===== src/fps_pkg.sv =====
// Purpose: shared constants and types for the flash protection host controller
// Assumes: 20 MHz clock, 16-bit flash data bus, word addressing
// Notes: command codes are plain parameters; op encodings are fixed in fps_op_t
package fps_pkg;
	localparam int ADDR_W = 22;
	localparam int DATA_W = 16;
	// bus cycle timing, in ns and in clocks (least times round up)
	localparam int CLK_NS = 50;
	localparam int WE_LOW_NS = 100;
	localparam int WE_LOW_CYC = (WE_LOW_NS + CLK_NS - 1) / CLK_NS;
	localparam int RD_ACC_NS = 100;
	localparam int RD_ACC_CYC = (RD_ACC_NS + CLK_NS - 1) / CLK_NS;
	localparam int GLITCH_NS = 3;
	localparam int GLITCH_CYC = (GLITCH_NS + CLK_NS - 1) / CLK_NS;
	localparam logic [3:0] CNT_RST = 4'h0;
	// secured region geometry
	localparam logic [ADDR_W-1:0] SEC_LAST_WORD = 22'h00007F;
	localparam logic [ADDR_W-1:0] SERIAL_LAST_WORD = 22'h000007;
	localparam int LOCK_BIT_POS = 7;
	// unlock sequence addresses and data (word mode, plain defaults)
	localparam logic [ADDR_W-1:0] UNLK_A1 = 22'h000555;
	localparam logic [ADDR_W-1:0] UNLK_A2 = 22'h0002AA;
	localparam logic [DATA_W-1:0] UNLK_D1 = 16'h00AA;
	localparam logic [DATA_W-1:0] UNLK_D2 = 16'h0055;
	localparam logic [DATA_W-1:0] CMD_ENTER = 16'h0088;
	localparam logic [DATA_W-1:0] CMD_EXIT1 = 16'h0090;
	localparam logic [DATA_W-1:0] CMD_EXIT2 = 16'h0000;
	localparam logic [DATA_W-1:0] CMD_PROG = 16'h00A0;
	localparam logic [DATA_W-1:0] CMD_RESET = 16'h00F0;

	typedef enum logic [2:0] {
		OP_READ = 3'h0,
		OP_PROG = 3'h1,
		OP_ENTER = 3'h2,
		OP_EXIT = 3'h3,
		OP_RESET = 3'h4
	} fps_op_t;

	typedef struct packed {
		fps_op_t op;
		logic [ADDR_W-1:0] addr;
		logic [DATA_W-1:0] data;
	} fps_req_t;

	// flash control pins, all active low
	typedef struct packed {
		logic ceN;
		logic oeN;
		logic weN;
	} fps_ctl_t;
endpackage : fps_pkg


===== src/fps_host.sv =====
// Purpose: host controller driving the flash pins for protection and secured
//          region operations
// Assumes: flash data pins are two-way; supply lockout and power up
//          are flags supplied by the board logic; high voltage on reset is an output
// Notes: one request at a time; req is taken whenever idle with reqValid high, ready is not checked
`timescale 1ns/1ps
// Function
// - temporary unprotect only while reset pin held at high voltage
// - after enter sequence, region reads appear at first sector addresses
// - lock by entering region then protect algorithm, reset high or HV
// - alternatively lock with alternate sector protection after entering
// - host must issue exit sequence before touching rest of array
// - write only with chip and write enable low, output enable high
module fps_host import fps_pkg::*; (
	// clock and reset
	input wire logic clk,
	input wire logic rst_n,
	// user request side
	input wire logic reqValid,
	input wire fps_req_t req,
	output logic reqReady,
	output logic rspValid,
	output logic [DATA_W-1:0] rspData,
	output logic rspLockBit,
	output logic rspRefused,
	output logic inRegion,
	// user protection controls
	input wire logic wantUnprotect,
	input wire logic wantWrProtect,
	// board condition flags
	input wire logic supplyLowIn,
	input wire logic powerUpIn,
	// flash pins
	output fps_ctl_t flashCtl,
	output logic [ADDR_W-1:0] flashAddr,
	output logic [DATA_W-1:0] flashDout,
	output logic flashDoe,
	input wire logic [DATA_W-1:0] flashDin,
	output logic highVoltReset,
	output logic writeProtectN
);
	typedef enum logic [2:0] {
		ST_IDLE = 3'h0,
		ST_SETUP = 3'h1,
		ST_WLOW = 3'h2,
		ST_WHIGH = 3'h3,
		ST_RLOW = 3'h4,
		ST_DONE = 3'h5
	} fps_st_t;

	////////////////////////////////////////////////////////////////////////
	// pin input synchronisers
	logic [DATA_W-1:0] dinMeta_r, dinSync_r;
	logic lowMeta_r, lowSync_r, pupMeta_r, pupSync_r;
	always_ff @(posedge clk) begin
		dinMeta_r <= flashDin;
		dinSync_r <= dinMeta_r;
		lowMeta_r <= supplyLowIn;
		lowSync_r <= lowMeta_r;
		pupMeta_r <= powerUpIn;
		pupSync_r <= pupMeta_r;
	end

	// writes are pointless while supply is low or powering up
	// both conditions arrive as plain board flags
	logic writeBlocked;
	assign writeBlocked = lowSync_r | pupSync_r;

	////////////////////////////////////////////////////////////////////////
	// sequence table: cycles per op
	fps_st_t state_r;
	fps_req_t cur_r;
	logic [2:0] step_r;
	logic [3:0] cnt_r;
	logic [2:0] nSteps;
	logic [ADDR_W-1:0] stepAddr;
	logic [DATA_W-1:0] stepData;

	// unlock cycles precede every command except the single-cycle reset command
	// the standard program sequence also serves the region
	always_comb begin
		stepAddr = UNLK_A1;
		stepData = CMD_RESET;
		nSteps = 3'h1;
		unique case (cur_r.op)
			OP_READ: begin
				stepAddr = cur_r.addr;
				stepData = '0;
			end
			OP_RESET: begin
				stepAddr = cur_r.addr;
				stepData = CMD_RESET;
			end
			OP_ENTER, OP_PROG: begin
				nSteps = (cur_r.op == OP_PROG) ? 3'h4 : 3'h3;
				unique case (step_r)
					3'h0: begin
						stepAddr = UNLK_A1;
						stepData = UNLK_D1;
					end
					3'h1: begin
						stepAddr = UNLK_A2;
						stepData = UNLK_D2;
					end
					3'h2: begin
						stepAddr = UNLK_A1;
						stepData = (cur_r.op == OP_PROG) ? CMD_PROG : CMD_ENTER;
					end
					default: begin
						stepAddr = cur_r.addr;
						stepData = cur_r.data;
					end
				endcase
			end
			OP_EXIT: begin
				nSteps = 3'h4;
				unique case (step_r)
					3'h0: begin
						stepAddr = UNLK_A1;
						stepData = UNLK_D1;
					end
					3'h1: begin
						stepAddr = UNLK_A2;
						stepData = UNLK_D2;
					end
					3'h2: begin
						stepAddr = UNLK_A1;
						stepData = CMD_EXIT1;
					end
					default: begin
						stepAddr = '0;
						stepData = CMD_EXIT2;
					end
				endcase
			end
			default: begin
				stepAddr = UNLK_A1;
				stepData = CMD_RESET;
			end
		endcase
	end

	// a programming write that must be refused by the host itself
	logic protRefuse;
	assign protRefuse = (req.op == OP_PROG) && inRegion
		&& (req.addr <= SERIAL_LAST_WORD) && rspLockBit;

	////////////////////////////////////////////////////////////////////////
	// bus cycle state machine
	always_ff @(posedge clk) begin
		if (!rst_n) begin
			state_r <= ST_IDLE;
			cur_r <= '0;
			step_r <= 3'h0;
			cnt_r <= CNT_RST;
		end else begin
			unique case (state_r)
				ST_IDLE: if (reqValid) begin
					cur_r <= req;
					step_r <= 3'h0;
					cnt_r <= CNT_RST;
					if (writeBlocked && req.op != OP_READ)
						state_r <= ST_DONE;
					else if (protRefuse)
						state_r <= ST_DONE;
					else
						state_r <= ST_SETUP;
				end
				ST_SETUP: begin
					cnt_r <= CNT_RST;
					state_r <= (cur_r.op == OP_READ) ? ST_RLOW : ST_WLOW;
				end
				// held low well past the glitch filter
				ST_WLOW: if (cnt_r == 4'(WE_LOW_CYC + GLITCH_CYC - 1)) begin
					cnt_r <= CNT_RST;
					state_r <= ST_WHIGH;
				end else begin
					cnt_r <= cnt_r + 4'h1;
				end
				ST_WHIGH: if (step_r + 3'h1 >= nSteps) begin
					state_r <= ST_DONE;
				end else begin
					step_r <= step_r + 3'h1;
					state_r <= ST_SETUP;
				end
				ST_RLOW: if (cnt_r == 4'(RD_ACC_CYC + 2)) begin
					state_r <= ST_DONE; // extra two for the synchroniser
				end else begin
					cnt_r <= cnt_r + 4'h1;
				end
				ST_DONE: state_r <= ST_IDLE;
				default: state_r <= ST_IDLE;
			endcase
		end
	end

	// pin drive: write strobes keep output enable high
	always_ff @(posedge clk) begin
		if (!rst_n) begin
			flashCtl <= '{ceN: 1'b1, oeN: 1'b1, weN: 1'b1};
			flashAddr <= '0;
			flashDout <= '0;
			flashDoe <= 1'b0;
		end else begin
			flashAddr <= stepAddr;
			flashDout <= stepData;
			flashDoe <= (state_r == ST_SETUP && cur_r.op != OP_READ)
				|| state_r == ST_WLOW;
			flashCtl.ceN <= !(state_r == ST_WLOW || state_r == ST_RLOW);
			flashCtl.weN <= !(state_r == ST_WLOW);
			flashCtl.oeN <= !(state_r == ST_RLOW);
		end
	end

	////////////////////////////////////////////////////////////////////////
	// responses and region tracking
	always_ff @(posedge clk) begin
		if (!rst_n) begin
			rspValid <= 1'b0;
			rspData <= '0;
			rspRefused <= 1'b0;
			reqReady <= 1'b0;
		end else begin
			rspValid <= (state_r == ST_DONE);
			reqReady <= (state_r == ST_IDLE) && !reqValid;
			if (state_r == ST_IDLE && reqValid)
				rspRefused <= (writeBlocked && req.op != OP_READ) || protRefuse;
			if (state_r == ST_RLOW)
				rspData <= dinSync_r;
		end
	end

	// overlay follows enter/exit; hardware reset or power loss drops it
	// a reset command only returns to read mode, the overlay stays
	always_ff @(posedge clk) begin
		if (!rst_n) begin
			inRegion <= 1'b0;
			rspLockBit <= 1'b0;
		end else begin
			if (lowSync_r || pupSync_r)
				inRegion <= 1'b0;
			else if (state_r == ST_DONE && !rspRefused
				&& cur_r.op == OP_ENTER)
				inRegion <= 1'b1;
			else if (state_r == ST_DONE && cur_r.op == OP_EXIT)
				inRegion <= 1'b0;
			// lock state read from bit 7 of a region read
			if (state_r == ST_RLOW && inRegion)
				rspLockBit <= dinSync_r[LOCK_BIT_POS];
		end
	end

	// high voltage and write-protect pin levels
	// programs are never refused for high voltage
	always_ff @(posedge clk) begin
		if (!rst_n) begin
			highVoltReset <= 1'b0;
			writeProtectN <= 1'b1;
		end else begin
			highVoltReset <= wantUnprotect && !lowSync_r;
			writeProtectN <= !wantWrProtect;
		end
	end
endmodule : fps_host


===== config.mk =====
export PLATFORM = sky130hd
export DESIGN_NAME = fps_host
export DESIGN_NICKNAME = d
export VERILOG_FILES = /design/src/fps_pkg.sv /design/src/fps_host.sv
export SDC_FILE = /design/constraint.sdc
export NUM_CORES = 1
export LEC_CHECK = 0
export BUFFER_PORTS_ARGS = -buffer_cell sky130_fd_sc_hd__buf_2
export CAP_MARGIN = 25
export CORE_MARGIN = 10
export CORE_UTILIZATION = 30
export DETAILED_ROUTE_END_ITERATION = 10
export HOLD_SLACK_MARGIN = 0.03
export SYNTH_ARGS = -nofsm -noshare
export SYNTH_HDL_FRONTEND = slang
export SYNTH_SLANG_ARGS = --single-unit
export TNS_END_PERCENT = 100

===== constraint.sdc =====
create_clock -name clk -period 6.01 [get_ports clk]
set_input_delay 0.9015 -clock clk [delete_from_list [all_inputs] [get_ports clk]]
set_output_delay 0.9015 -clock clk [all_outputs]
set_load 0.01 [all_outputs]

# [After elaboration in Yosys (flattened, before gate mapping)]
# Cells that the tools add are included.
[word_totals] ff_bits=152 in_bits=64 output_inout_bits=65 elab_cells=116
[op_classes] reduce_logical=39 bitwise_logic=2 n_eq_ne=19 n_addsub=2 order_cmp=2 muxes=26
[ops] operator="$pmux 16 s3" count=2
[ops] operator="$pmux 22 s3" count=1
[ops] operator="$pmux 22 s2" count=1
[ops] operator="$mux 3" count=10
[ops] operator="$pmux 8 s3" count=1
[ops] operator="$le 22x3->1 const B" count=1
[ops] operator="$pmux 11 s2" count=1
[ops] operator="$pmux 4 s4" count=1
[ops] operator="$eq 3x2->1 const B" count=5
[ops] operator="$pmux 3 s5" count=1
[ops] operator="$eq 3x1->1 const B" count=4
[ops] operator="$logic_and 1x1->1" count=12
[ops] operator="$mux 4" count=3
[ops] operator="$pmux 3 s2" count=2
[ops] operator="$ne 2x2->1 const B" count=5
[ops] operator="$eq 3x3->1 const B" count=3
[ops] operator="$logic_not 3->1" count=3
[ops] operator="$reduce_and 3->1" count=3
[ops] operator="$reduce_or 2->1" count=4
[ops] operator="$logic_not 1->1" count=7
[ops] operator="$mux 6" count=1
[ops] operator="$reduce_bool 3->1" count=2
[ops] operator="$add 4x1->4 const B" count=1
[ops] operator="$eq 4x2->1 const B" count=1
[ops] operator="other kinds (10)" count=15

# [Longest topological paths before layout]
[depth] word_depth=8 mapped_depth=9 ltp_nobuf=8

# [Worst setup path after synthesis]
# OpenSTA, ideal clock, no wires.
[synth_path] path_kind="reg-to-reg" from="register cur_r[40] in the netlist's numbering" to="register step_r[2]" setup_slack_ns=4.042 setup_ns=0.091 arrival_ns=1.877 required_time_ns=5.919 synth_period_minus_slack_ns=1.968 path_stages_with_launch=9 path_buffers=2 cell_sequence="dfxtp_1 > buf_2 > clkbuf_1 > or3_1 > ha_1 > a21o_1 > a31oi_2 > a31oi_1 > a311oi_1"
[synth_between] elab_chain_len=6 word_cells_on_any_way=9
[synth_lines] item="start, declared" line="fps_host.sv:72" text="fps_req_t cur_r;"
[synth_lines] item="start signal, assigned" line="fps_host.sv:159" text="cur_r <= req;"
[synth_lines] item="$eq 3x1->1 or $eq 3x2->1 (tied branches)" line="fps_host.sv:85, fps_host.sv:95"
[synth_lines] item="$mux 3 or $reduce_or 2->1 (tied branches)" line="fps_host.sv:95, fps_host.sv:85"
[synth_lines] item="$pmux 3 s2 *" line="fps_host.sv:85" text="unique case (cur_r.op)"
[synth_lines] item="$ge 3x3->1 *" line="fps_host.sv:180" text="ST_WHIGH: if (step_r + 3'h1 >= nSteps) begin"
[synth_lines] item="$ne 2x2->1 (no line) *"
[synth_lines] item="$reduce_and 3->1 (no line) *"
[synth_lines] item="end signal, assigned" line="fps_host.sv:183" text="step_r <= step_r + 3'h1;"
[synth_lines] item="end, declared" line="fps_host.sv:73" text="logic [2:0] step_r;"
# Every way passes the cells marked *; elsewhere a longest branch is shown, timed or not.
# A chain may end at the register's enable or synchronous reset.

# [Worst setup path after layout]
# Same ends and word-level chain as after synthesis.

==> out/results.tsv <==
metric	value	unit
ys_warn_count	0	
post-place-ws	3690	ps
critical_path_arrival	2380	ps
ctsHtreeMaxLevel	4	
max_stage_delay	700	ps
firstDrtPassIters	4	
swShare	26.2	%
insertion_delay	420	ps
comb_power_share	13.6	%
grt_max_degree	47	
cp_max_fo	18	
totalWireLength	12.8	mm
vias_per_cell	4.36	
fin_hold_ws	325	ps
synth_most_common_cell	dfxtp_1	
p_leak	2.86	nW
cts_hold_buf	0	
stdcell_count	920	
clock_sinks	152	
syn-num-nets	634	
syn_inst	560	
powerDensity	403	mW/mm²
placementRows	48	
cp_data_required_time	6330	ps
io_buffers	128	
clkPwrFrac	43.0	%
crit_buf_inv	0	
tightest_slew	792	ps
fin_ws	3950	ps
dp.cells	887	
clk_pin_slew	60	ps
grt_pass1_vias	3877	
rsz0062_at_grt	no	
pwr-share-seq	43.4	%
yosysSeqAreaShare	58.5	%
ios	129	
globalRouteOverflowTotal	0	
avgSynthCellArea	9.28	µm²
initial_core_util	30.4	%
nets	755	
yosysUniqueCellTypes	54	
skew	10.9	ps
crit_path_end_kind	flip-flop	
cts_buffers	17	
drt-initial-drc-count	156	
die_y	152	µm
crit_family	compound AO/OA/AOI/OAI gates	
ys.flop_type	dfxtp_1	
grt_pass1_wl	20.0	mm
finalPower	0.00269	W
finalCriticalPeriod	2060	ps
cp_cell_sequence	nand2b_1 -> ha_1 -> a21o_1 -> a31oi_2 -> a31oi_1 -> a311oi_1	
ant_nets	0	
gp_congestion	0.801	
async_flop_share	0	%
dr_total_vias	4010	
cts-root-buf	clkbuf_16	
cts_setup_buffers	0	
critPathSlowestCell	dfxtp_1	
antenna_found_initial	1	
area_delta_synth_final	28.1	%
routedWlPerCell	13.9	µm
max_freq	485	MHz
crit_type	flip-flop to flip-flop	
maxCapViolCount	0	
synth_edf_count	0	
synth_commonest_cells	dfxtp_1, nand2_1, a21oi_1	
crit_path_start_kind	flip-flop	
cts_resized	0	
drv_slew	0	
grtUsageTotal	11.2	%
core	0.0171	mm²
setup_tns	0	ps
relSlewSlack	47.2	%
setup_viol	0	
hold_path_class	flip-flop to flip-flop	
hold_viol	0	
remaining_drc_errors	0	
synth_top_cell_by_area	dfxtp_1	
die_area	0.0230	mm²
netlist.area_leader.share	58.5	%
ir_worst_vdd	0.204	mV
synth_area_leaders	dfxtp_1, nand2_1, a21oi_1, a21boi_0, and2_1	
clock_path_buffers	2	
status	finished, final reports clean	
internal_power	0.00198	W
post-route-period-util	34.3	%
cts_tree	done	
syn_area	0.00520	mm²
die_w	152	µm
synth-seq-cells	152	
hpwl	9.18	mm
layout-drive-gt1-share	25.1	%
p_sw	0.000705	W
area by class of cell:
type                            instances  area (µm²)
Antenna cell                            1        2.50
Multi-Input combinational cell        370        1980
Sequential cell                       152        3040
Inverter                                8        30.0
Tap cell                              225         282
Clock inverter                         14         220
Timing Repair Buffer                  132         671
Fill cell                            1748       10500
Clock buffer                           18         429
worst register-to-register path: cells and delay by family (launching register included):
kind | cells | cell delay [ps]
AO/OA/AOI/OAI | 4 | 830
flip-flops | 1 | 700
adder cells (fa/ha/maj) | 1 | 250
AND/OR/NAND/NOR | 1 | 190
cell families (layout without fill, tap and decap cells):
| family | after synthesis | after routing | share of synthesized area, % |
|---|---|---|---|
| AND/OR/NAND/NOR | 240 | 240 | 20.9 |
| flip-flops | 152 | 152 | 58.5 |
| AO/OA/AOI/OAI | 115 | 115 | 13.9 |
| buffers and inverters | 38 | 172 | 3.35 |
| adder cells (fa/ha/maj) | 10 | 10 | 2.41 |
| XOR/XNOR | 4 | 4 | 0.674 |
| multiplexers | 1 | 1 | 0.193 |
| other | 0 | 1 | 0 |
per-layer routing:
metal  vias to the layer above  GRT usage (%)  wire length (µm)
li1                       2094              -                 -
met1                      1791           14.2              6090
met2                       110           16.3              5380
met3                        15           5.20              1220
met4                         0           4.00               153
met5                         -              0                 0
worst paths after layout:
| check | start | endpoint | slack (ps) | cells after the start |
|---|---|---|---|---|
| worst max register to register | cur_r[40] | step_r[2] | 3950 | 6 |
| worst max-delay path | cur_r[40] | step_r[2] | 3950 | 6 |
| worst min-delay path | dinMeta_r[5] | dinSync_r[5] | 330 | 0 |
| worst min register to register | dinMeta_r[5] | dinSync_r[5] | 330 | 0 |
cell usage in the layout, fill, tap and decap left out, types with 5 or more instances in the layout:
cell,Yosys,final
buf_2,13,128
inv_1,7,7
dfxtp_1,152,152
nand2b_1,7,7
nor2_1,35,35
o21ai_0,9,9
a21oi_1,56,56
ha_1,10,10
and2_1,21,21
nand2_1,141,141
nor2b_1,6,6
clkbuf_16,0,17
a21boi_0,24,24
bufinv_16,0,5
per-stage QoR:
stage	instance area [µm²]	utilization, %
2_1_floorplan	5200	-
3_3_place_gp	6010	35.1
3_5_place_dp	6010	35.1
4_1_cts	6660	38.9
5_1_grt	6660	38.9
6_report	6660	38.9
power by group through the flow:
stage / logic [W] / clock network [W] / registers, W
6_report: 0.000365 / 0.00115 / 0.00117
5_1_grt: 0.000419 / 0.00124 / 0.00118
4_1_cts: 0.000375 / 0.00119 / 0.00117
3_5_place_dp: 0.000374 / 0 / 0.00119
3_3_place_gp: 0.000371 / 0 / 0.00119
2_1_floorplan: 0.000244 / 0 / 0.00118
sequential cells by signal, indices dropped and copies added, names as in the netlist, 3 cells and up:
signal     cells
cur_r         41
flashAddr     22
dinMeta_r     16
flashCtl       3
dinSync_r     16
cnt_r          4
flashDout     16
state_r        3
rspData       16
step_r         3
No activity file was read; power rests on OpenSTA's default activity.
